===== config.mk =====
export PLATFORM = sky130hd
export DESIGN_NAME = lis_sequencer
export DESIGN_NICKNAME = d
export VERILOG_FILES = /design/src/inc/lis_pkg.sv /design/src/hdl/lis_pwm_unit.sv /design/src/hdl/lis_sequencer.sv
export SDC_FILE = /design/constraint.sdc
export NUM_CORES = 1
export LEC_CHECK = 0
export BUFFER_PORTS_ARGS = -buffer_cell sky130_fd_sc_hd__buf_2
export CAP_MARGIN = 20
export CORE_MARGIN = 1.5
export CORE_UTILIZATION = 60
export DETAILED_ROUTE_END_ITERATION = 8
export PLACE_DENSITY = 0.83
export SETUP_SLACK_MARGIN = 0.4
export SLEW_MARGIN = 20
export SYNTH_ARGS = -nofsm -noshare
export SYNTH_HDL_FRONTEND = slang
export SYNTH_HIERARCHICAL = 1
export SYNTH_SLANG_ARGS = --single-unit

===== constraint.sdc =====
create_clock -name REF_CLK -period 5.1 [get_ports REF_CLK]
set_clock_uncertainty 0.2 [all_clocks]
set_input_delay 0.255 -clock REF_CLK [delete_from_list [all_inputs] [get_ports REF_CLK]]
set_output_delay 0.255 -clock REF_CLK [all_outputs]
set_load 0.02 [all_outputs]

===== src/inc/lis_pkg.sv =====
package lis_pkg;

  // ==========================================================
  // Widths
  localparam int DIV_W  = 4;
  localparam int PER_W  = 12;
  localparam int EN_W   = 8;
  localparam int ADDR_W = 8;

  // ==========================================================
  // Register byte offsets
  localparam logic [ADDR_W-1:0] ADDR_CTRL    = 8'h00;
  localparam logic [ADDR_W-1:0] ADDR_MAP     = 8'h04;
  localparam logic [ADDR_W-1:0] ADDR_PWM_CFG = 8'h08;
  localparam logic [ADDR_W-1:0] ADDR_PWM_ON  = 8'h0C;
  localparam logic [ADDR_W-1:0] ADDR_EN_CFG  = 8'h10;
  localparam logic [ADDR_W-1:0] ADDR_STATUS  = 8'h14;

  // ==========================================================
  // Field positions
  localparam int CTRL_MONO_POS = 0;
  localparam int CTRL_LAST_LSB = 4;
  localparam int CFG_DIV_LSB   = 16;
  localparam int EN_LAST_LSB   = 8;

  // ==========================================================
  // Illumination choice codes
  localparam logic [1:0] LED_SEL_RED   = 2'h0;
  localparam logic [1:0] LED_SEL_GREEN = 2'h1;
  localparam logic [1:0] LED_SEL_BLUE  = 2'h2;
  localparam logic [1:0] LED_SEL_OFF   = 2'h3;

  // ==========================================================
  // Values after reset
  localparam logic [1:0]       LAST_RST     = 2'h3;
  localparam logic [7:0]       MAP_RST      = 8'hE4;
  localparam logic [DIV_W-1:0] DIV_RST      = 4'h0;
  localparam logic [PER_W-1:0] PER_RST      = 12'h0FF;
  localparam logic [PER_W-1:0] ON_RST       = 12'h080;
  localparam logic [EN_W-1:0]  EN_FIRST_RST = 8'h00;
  localparam logic [EN_W-1:0]  EN_LAST_RST  = 8'h10;
  localparam logic [1:0]       INDEX_RST    = 2'h0;

  typedef enum logic {LIS_COLOUR, LIS_MONO} lis_mode_e;

endpackage : lis_pkg


===== src/hdl/lis_pwm_unit.sv =====
`timescale 1ns/1ns
module lis_pwm_unit
  import lis_pkg::*;
(
  input  wire logic                     clk,
  input  wire logic                     rstn,
  input  wire logic                     restart,
  input  wire logic                     state_step,
  input  wire logic                     mono,
  input  wire logic                     first_state,
  input  wire logic [lis_pkg::DIV_W-1:0] divider,
  input  wire logic [lis_pkg::PER_W-1:0] period,
  input  wire logic [lis_pkg::PER_W-1:0] on_count,
  input  wire logic [lis_pkg::EN_W-1:0]  en_first,
  input  wire logic [lis_pkg::EN_W-1:0]  en_last,
  output logic                          gate_en,
  output logic                          level,
  output logic                          period_done
);

  logic [DIV_W-1:0] div_cnt_reg;
  logic [PER_W-1:0] per_cnt_reg;
  logic [EN_W-1:0]  en_cnt_reg;
  logic             gate_reg;
  logic             level_reg;

  // ==========================================================
  // Decode
  wire             tick      = (div_cnt_reg == divider);
  wire             wrap      = tick && (per_cnt_reg == period);
  wire [EN_W-1:0]  en_inc    = en_cnt_reg + 8'h01;
  wire             en_full   = (en_cnt_reg == en_last);
  // Later mono states open at once: blanking is off after the first mono state
  wire [EN_W-1:0]  start_eff = (mono && !first_state) ? 8'h00 : en_first;
  wire             gate_next = (en_cnt_reg >= start_eff) && !en_full;

  assign period_done = wrap && !en_full && (en_inc == en_last);
  assign gate_en     = gate_reg;
  assign level       = level_reg;

  // ==========================================================
  // Counters
  // divided clock drives period counter
  always_ff @(posedge clk or negedge rstn) begin
    if (!rstn) begin
      div_cnt_reg <= '0;
      per_cnt_reg <= '0;
    end else if (restart) begin
      div_cnt_reg <= '0;
      per_cnt_reg <= '0;
    end else begin
      div_cnt_reg <= tick ? '0 : div_cnt_reg + 4'h1;
      if (tick) begin
        per_cnt_reg <= wrap ? '0 : per_cnt_reg + 12'h001;
      end
    end
  end

  always_ff @(posedge clk or negedge rstn) begin
    if (!rstn) begin
      en_cnt_reg <= '0;
    end else if (restart || state_step) begin
      en_cnt_reg <= '0;
    end else if (wrap && !en_full) begin
      en_cnt_reg <= en_inc;
    end
  end

  // start value in every colour state, but only in the first mono state
  always_ff @(posedge clk or negedge rstn) begin
    if (!rstn) begin
      gate_reg  <= 1'b0;
      level_reg <= 1'b0;
    end else begin
      gate_reg  <= gate_next;
      level_reg <= (per_cnt_reg < on_count);
    end
  end

  // ==========================================================
  // Checks
  a_period_wrap: assert property (
    @(posedge clk) disable iff (!rstn)
    (wrap && !restart) |=> (per_cnt_reg == '0))
    else $error("period counter did not wrap to zero");

  a_gate_stop: assert property (
    @(posedge clk) disable iff (!rstn)
    en_full |=> !gate_reg)
    else $error("gate enable high at stop count");

  a_mono_open: assert property (
    @(posedge clk) disable iff (!rstn)
    (mono && !first_state && !en_full) |=> gate_reg)
    else $error("later mono state did not open at once");

endmodule : lis_pwm_unit


===== src/hdl/lis_sequencer.sv =====
// Our own choices: the register offsets and the APB slave port.
`timescale 1ns/1ns
module lis_sequencer
  import lis_pkg::*;
(
  input  wire logic                        REF_CLK,
  input  wire logic                        RSTN,
  input  wire logic                        PSEL,
  input  wire logic                        PENABLE,
  input  wire logic                        PWRITE,
  input  wire logic [lis_pkg::ADDR_W-1:0]   PADDR,
  input  wire logic [31:0]                 PWDATA,
  output logic      [31:0]                 PRDATA,
  output logic                             PREADY,
  output logic                             PSLVERR,
  input  wire logic                        LED_LINE_START,
  input  wire logic                        TRANSFER_GATE_PULSE,
  output logic                             LED_RED,
  output logic                             LED_GREEN,
  output logic                             LED_BLUE,
  output logic                             LED_SHUNT,
  output logic [1:0]                       INDEX_A,
  output logic                             PWM_GATE_ENABLE,
  output logic                             PWM_LEVEL
);

  // ==========================================================
  // Functions
  function automatic logic [1:0] map_sel(input logic [7:0] map,
                                         input logic [1:0] idx);
    map_sel = map[{idx, 1'b0} +: 2];
  endfunction : map_sel

  function automatic logic hit(input logic [ADDR_W-1:0] a,
                               input logic [ADDR_W-1:0] b);
    hit = (a == b);
  endfunction : hit

  // ==========================================================
  // State
  lis_mode_e        mode_reg;
  logic [1:0]       seq_last_state_reg;
  logic [7:0]       map_reg;
  logic [DIV_W-1:0] pwm_clock_divider_reg;
  logic [PER_W-1:0] pwm_period_count_reg;
  logic [PER_W-1:0] pwm_on_count_reg;
  logic [EN_W-1:0]  enable_cycle_first_reg;
  logic [EN_W-1:0]  enable_cycle_last_reg;
  logic [1:0]       index_a_reg;
  logic [1:0]       index_a_next;
  logic             tg_d_reg;
  logic [2:0]       led_reg;
  logic [2:0]       led_next;
  logic [31:0]      prdata_reg;
  logic [31:0]      prdata_next;
  logic             pwm_gate_enable;
  logic             pwm_level;
  logic             period_done;

  // ==========================================================
  // Bus decode
  wire wr_en    = PSEL && PENABLE && PWRITE;
  wire rd_setup = PSEL && !PENABLE && !PWRITE;
  wire mapped   = hit(PADDR, ADDR_CTRL) || hit(PADDR, ADDR_MAP)
                || hit(PADDR, ADDR_PWM_CFG) || hit(PADDR, ADDR_PWM_ON)
                || hit(PADDR, ADDR_EN_CFG) || hit(PADDR, ADDR_STATUS);
  wire wr_ctrl  = wr_en && hit(PADDR, ADDR_CTRL);
  wire wr_map   = wr_en && hit(PADDR, ADDR_MAP);
  wire wr_cfg   = wr_en && hit(PADDR, ADDR_PWM_CFG);
  wire wr_on    = wr_en && hit(PADDR, ADDR_PWM_ON);
  wire wr_encfg = wr_en && hit(PADDR, ADDR_EN_CFG);

  // Zero wait states: every access completes in its first access cycle
  assign PREADY  = 1'b1;
  assign PSLVERR = PSEL && PENABLE && !mapped;
  assign PRDATA  = prdata_reg;

  // ==========================================================
  // Sequencer decode
  wire mono     = (mode_reg == LIS_MONO);
  // restart is a plain level, checked every clock
  wire restart  = LED_LINE_START && TRANSFER_GATE_PULSE;
  // long gate pulses give one step
  wire tg_rise  = TRANSFER_GATE_PULSE && !tg_d_reg;
  // hold once index reaches last setting
  // Lowering the setting below the index must not let the index wrap
  wire at_last  = (index_a_reg >= seq_last_state_reg);
  wire adv_col  = !mono && tg_rise && !LED_LINE_START;
  // mono step at end of enable period
  wire adv_mono = mono && period_done;
  wire advance  = (adv_col || adv_mono) && !at_last;
  wire [1:0] sel = map_sel(map_reg, index_a_reg);
  wire drive    = !at_last && pwm_gate_enable && pwm_level;

  assign index_a_next = restart ? INDEX_RST
                      : advance ? index_a_reg + 2'h1 : index_a_reg;

  // last state steers current to shunt
  assign led_next = !drive ? 3'h0
                  : (sel == LED_SEL_RED)   ? 3'h1
                  : (sel == LED_SEL_GREEN) ? 3'h2
                  : (sel == LED_SEL_BLUE)  ? 3'h4 : 3'h0;

  always_comb begin
    prdata_next = 32'h0000_0000;
    case (PADDR)
      ADDR_CTRL: begin
        prdata_next[CTRL_MONO_POS] = mono;
        prdata_next[CTRL_LAST_LSB +: 2] = seq_last_state_reg;
      end
      ADDR_MAP:     prdata_next[7:0] = map_reg;
      ADDR_PWM_CFG: begin
        prdata_next[PER_W-1:0] = pwm_period_count_reg;
        prdata_next[CFG_DIV_LSB +: DIV_W] = pwm_clock_divider_reg;
      end
      ADDR_PWM_ON:  prdata_next[PER_W-1:0] = pwm_on_count_reg;
      ADDR_EN_CFG: begin
        prdata_next[EN_W-1:0] = enable_cycle_first_reg;
        prdata_next[EN_LAST_LSB +: EN_W] = enable_cycle_last_reg;
      end
      ADDR_STATUS:  prdata_next[4:0] = {pwm_level, pwm_gate_enable,
                                        at_last, index_a_reg};
      default:      prdata_next = 32'h0000_0000;
    endcase
  end

  // ==========================================================
  // Registers
  always_ff @(posedge REF_CLK or negedge RSTN) begin
    if (!RSTN) begin
      mode_reg           <= LIS_COLOUR;
      seq_last_state_reg <= LAST_RST;
      map_reg            <= MAP_RST;
    end else begin
      if (wr_ctrl) begin
        mode_reg           <= lis_mode_e'(PWDATA[CTRL_MONO_POS]);
        seq_last_state_reg <= PWDATA[CTRL_LAST_LSB +: 2];
      end
      if (wr_map) begin
        map_reg <= PWDATA[7:0];
      end
    end
  end

  always_ff @(posedge REF_CLK or negedge RSTN) begin
    if (!RSTN) begin
      pwm_clock_divider_reg  <= DIV_RST;
      pwm_period_count_reg   <= PER_RST;
      pwm_on_count_reg       <= ON_RST;
      enable_cycle_first_reg <= EN_FIRST_RST;
      enable_cycle_last_reg  <= EN_LAST_RST;
    end else begin
      if (wr_cfg) begin
        pwm_period_count_reg  <= PWDATA[PER_W-1:0];
        pwm_clock_divider_reg <= PWDATA[CFG_DIV_LSB +: DIV_W];
      end
      if (wr_on) begin
        pwm_on_count_reg <= PWDATA[PER_W-1:0];
      end
      if (wr_encfg) begin
        enable_cycle_first_reg <= PWDATA[EN_W-1:0];
        enable_cycle_last_reg  <= PWDATA[EN_LAST_LSB +: EN_W];
      end
    end
  end

  always_ff @(posedge REF_CLK or negedge RSTN) begin
    if (!RSTN) begin
      index_a_reg <= INDEX_RST;
      tg_d_reg    <= 1'b0;
      led_reg     <= 3'h0;
      prdata_reg  <= 32'h0000_0000;
    end else begin
      index_a_reg <= index_a_next;
      tg_d_reg    <= TRANSFER_GATE_PULSE;
      led_reg     <= led_next;
      if (rd_setup) begin
        prdata_reg <= prdata_next;
      end
    end
  end

  assign LED_RED         = led_reg[0];
  assign LED_GREEN       = led_reg[1];
  assign LED_BLUE        = led_reg[2];
  assign LED_SHUNT       = (led_reg == 3'h0);
  assign INDEX_A         = index_a_reg;
  assign PWM_GATE_ENABLE = pwm_gate_enable;
  assign PWM_LEVEL       = pwm_level;

  // ==========================================================
  // PWM engine; its enable count restarts with every state
  lis_pwm_unit u_pwm (
    .clk         (REF_CLK),
    .rstn        (RSTN),
    .restart     (restart),
    .state_step  (advance),
    .mono        (mono),
    .first_state (index_a_reg == 2'h0),
    .divider     (pwm_clock_divider_reg),
    .period      (pwm_period_count_reg),
    .on_count    (pwm_on_count_reg),
    .en_first    (enable_cycle_first_reg),
    .en_last     (enable_cycle_last_reg),
    .gate_en     (pwm_gate_enable),
    .level       (pwm_level),
    .period_done (period_done)
  );

  // ==========================================================
  // Checks
  a_restart_zero: assert property (
    @(posedge REF_CLK) disable iff (!RSTN)
    restart |=> (index_a_reg == 2'h0))
    else $error("restart did not return index to zero");

  a_hold_last: assert property (
    @(posedge REF_CLK) disable iff (!RSTN)
    (at_last && !restart) |=> $stable(index_a_reg))
    else $error("index left last state without restart");

  a_colour_step: assert property (
    @(posedge REF_CLK) disable iff (!RSTN)
    (adv_col && !at_last && !restart)
      |=> (index_a_reg == $past(index_a_reg) + 2'h1))
    else $error("colour gate pulse did not step index");

  a_single_edge: assert property (
    @(posedge REF_CLK) disable iff (!RSTN)
    (!mono && !tg_rise && !restart) |=> $stable(index_a_reg))
    else $error("index moved without a gate edge");

  a_mono_step: assert property (
    @(posedge REF_CLK) disable iff (!RSTN)
    (adv_mono && !at_last && !restart)
      |=> (index_a_reg == $past(index_a_reg) + 2'h1))
    else $error("mono state did not step at period end");

  a_last_dark: assert property (
    @(posedge REF_CLK) disable iff (!RSTN)
    at_last |=> (led_reg == 3'h0) && LED_SHUNT)
    else $error("LED driven at last state");

  a_one_led: assert property (
    @(posedge REF_CLK) disable iff (!RSTN)
    (drive && sel == LED_SEL_GREEN) |=> (led_reg == 3'h2))
    else $error("mapped LED not selected");

  a_index_limit: assert property (
    @(posedge REF_CLK) disable iff (!RSTN)
    (advance && !restart) |-> (index_a_reg < seq_last_state_reg))
    else $error("index stepped past last setting");

endmodule : lis_sequencer


==> flow_metrics.tcl <==
set metrics [dict create \
    syn_to_final_growth_pct 11.90 \
    clock-sinks 107 \
    place_area_sq_mm 0.006406 \
    yosys.cell_types.count 66 \
    synth_top_area_share_pct 37.46 \
    drt.antenna.violating_nets 0 \
    n_fill_cell 727 \
    finalWeightedCongestion 0.8923 \
    drive_gt1_share_pct 28.48 \
    synthFlopType "dfrtp_1" \
    finalHoldViolations 0 \
    dr.pass1.iters 5 \
    grt_pass1_wl_mm 23.98 \
    pin_count 89 \
    initial_utilization_pct 61.91 \
    largest_register_ff_count 20 \
    syn_avg_cell_area_sq_um 10.97 \
    synthTopCellsByArea "dfrtp_1 (37%), mux2_2 (8.7%), dfstp_2 (6.9%)" \
    antenna_found_initial 0 \
    fp-row-count 36 \
    fin_ws_ns 1.429 \
    cts_setup_buffers 0 \
    drt_iter0_drc 263 \
    syn_area_sq_mm 0.006080 \
    start_kind "flop" \
    die_area_sq_mm 0.01075 \
    dp_hpwl_mm 10.43 \
    grt-ovfl-total 0 \
    yosysMostFrequentCell "dfrtp_1" \
    clk_pin_slew_ns 0.11 \
    die_x_microns 103.7 \
    track_usage_pct 28.15 \
    clk_latency_ns 0.38 \
    period_share_pct 71.99 \
    powerDensity_mw_per_mm2 266.7 \
    grt_pass1_vias 4640 \
    htree_num_levels 3 \
    arrival_ns 3.72 \
    numCtsBuffers 9 \
    seq_area_frac_synth_pct 44.37 \
    path_class "flop to flop" \
    root_buffer "clkbuf_8" \
    worstMarginPinSlew_ns 0.9664 \
    fmaxAchievable_ghz 0.2724 \
    slew_headroom_pct 35.09 \
    final.setup.tns_ns 0 \
    ys_ff_latch 107 \
    post-route-min-period_ns 3.671 \
    netlist_instances 554 \
    power.total_w 0.001814 \
    clockBufferDepth 2 \
    status "finished, final reports clean" \
    post-synth-top-area-cell "dfrtp_1" \
    synthTopCellsByCount "dfrtp_1 (91), mux2_2 (47), nand2_1 (43), ha_1 (25), nand3_1 (24)" \
    worst-path-max-fanout 8 \
    async_flop_share_pct 100.0 \
    io_buffer_count 63 \
    final_area_sq_mm 0.006803 \
    drc 0 \
    setup_viol 0 \
    yosysWarnings 6 \
    ir_worst_vdd_mv 0.1516 \
    p_leak_nw 3.171 \
    grt_max_degree 57 \
    finalWirelength_mm 14.41 \
    viasPerCell 6.184 \
    maxCapViolCount 0 \
    die_h_microns 103.7 \
    min_path_type "input port to flop" \
    core_area_sq_mm 0.009819 \
    cp-end-kind "flop" \
    rsz0062_at_grt "false" \
    cp.required_ns 5.15 \
    synth_edf_count 0 \
    wl_per_cell_microns 18.83 \
    nets 699 \
    dp_slack_ns 1.530 \
    tritoncts "yes" \
    drv_slew 0 \
    via_count 4731 \
    num_antenna_cells 0 \
]
==> path summary, 6_finish.rpt <==
kind,startpoint,endpoint,slack [ns],cells past startpoint
setup / recovery,pwm_clock_divider_reg[0],u_pwm/en_cnt_reg[1],1.43,9
hold / removal,PWDATA[2],map_reg[2],0.03,2
setup reg to reg,pwm_clock_divider_reg[0],u_pwm/en_cnt_reg[1],1.43,9
hold reg to reg,PRDATA[12],PRDATA[12],0.28,2
max in group asynchronous,RSTN,PRDATA[0],3.32,3
min in group asynchronous,RSTN,enable_cycle_first_reg[5],0.24,2
==> where the power goes <==
part,internal [W],switching (W),total (W)
logic,0.000140,0.000252,0.000392
registers,0.000884,0.0000497,0.000934
clock network,0.000184,0.000304,0.000489
total,0.00121,0.000606,0.00181
==> cells in the final DEF, fill, tap and decap left out, drive strengths merged, types with 13 or more instances in the layout <==
cell type / instances
o21ai: 21
conb: 13
dfstp: 16
buf: 65
xnor2: 27
a21o: 14
ha: 25
inv: 23
dlygate4sd3: 21
a21oi: 17
dfrtp: 91
nand4: 16
nand2: 44
nand3: 27
mux2: 57
nor2: 22
==> through the flow <==
step | std cells | utilization (%) | hold slack [ns]
floorplan | 565 | - | -0.2406
global placement | 728 | 65.24 | 0.1248
detailed placement | 728 | 65.24 | 0.1218
global route | 765 | 69.28 | 0.01738
CTS | 765 | 69.19 | 0.01411
finish | 765 | 69.28 | 0.03126
==> layout make-up <==
cell class	count	area [sq um]	area share, %
Sequential cell	107	2698	39.65
Tap cell	133	166.4	2.446
Multi-Input combinational cell	402	3139	46.15
Timing Repair Buffer	86	543.0	7.982
Clock inverter	6	50.05	0.7357
Clock buffer	10	127.6	1.876
Inverter	21	78.83	1.159
==> metal layers <==
metal | GRT usage, % | share of wire (%) | up-vias
li1 | - | - | 2135
met1 | 38.57 | 42 | 2363
met2 | 45.81 | 49 | 213
met3 | 4.909 | 6.9 | 20
met4 | 9.127 | 1.9 | 0
met5 | 0 | 0 | -
==> worst max-delay path, stage by stage, from the launching register on <==
cell and delay [ns]:
dfrtp_1 0.44, xnor2_2 0.24, nand4_1 0.24, nor4_1 0.84, nand2_1 0.11, a2111oi_0 0.57
nand2_1 0.15, a221oi_2 0.40, or2_2 0.29, a21oi_1 0.07
==> logic make-up (layout without fill, tap and decap cells) <==
| group | count (synthesis) | count (layout) | share of synthesized area [%] |
|---|---|---|---|
| and+or+nand+nor | 166 | 166 | 15.68 |
| buffers and inverters | 56 | 123 | 4.816 |
| DFF | 107 | 107 | 44.37 |
| other | 2 | 13 | 0.1235 |
| muxes | 66 | 66 | 13.48 |
| AOI/OAI and AO/OA | 94 | 94 | 10.41 |
| xor gates and xnor gates | 38 | 38 | 5.968 |
| adders and majority gates | 25 | 25 | 5.145 |
==> repair_timing <==
action,in CTS,in global routing
hold buffers,21,0
resized for setup,0,0
hold endpoints to repair,84,0
(Power assumes the default switching activity.)
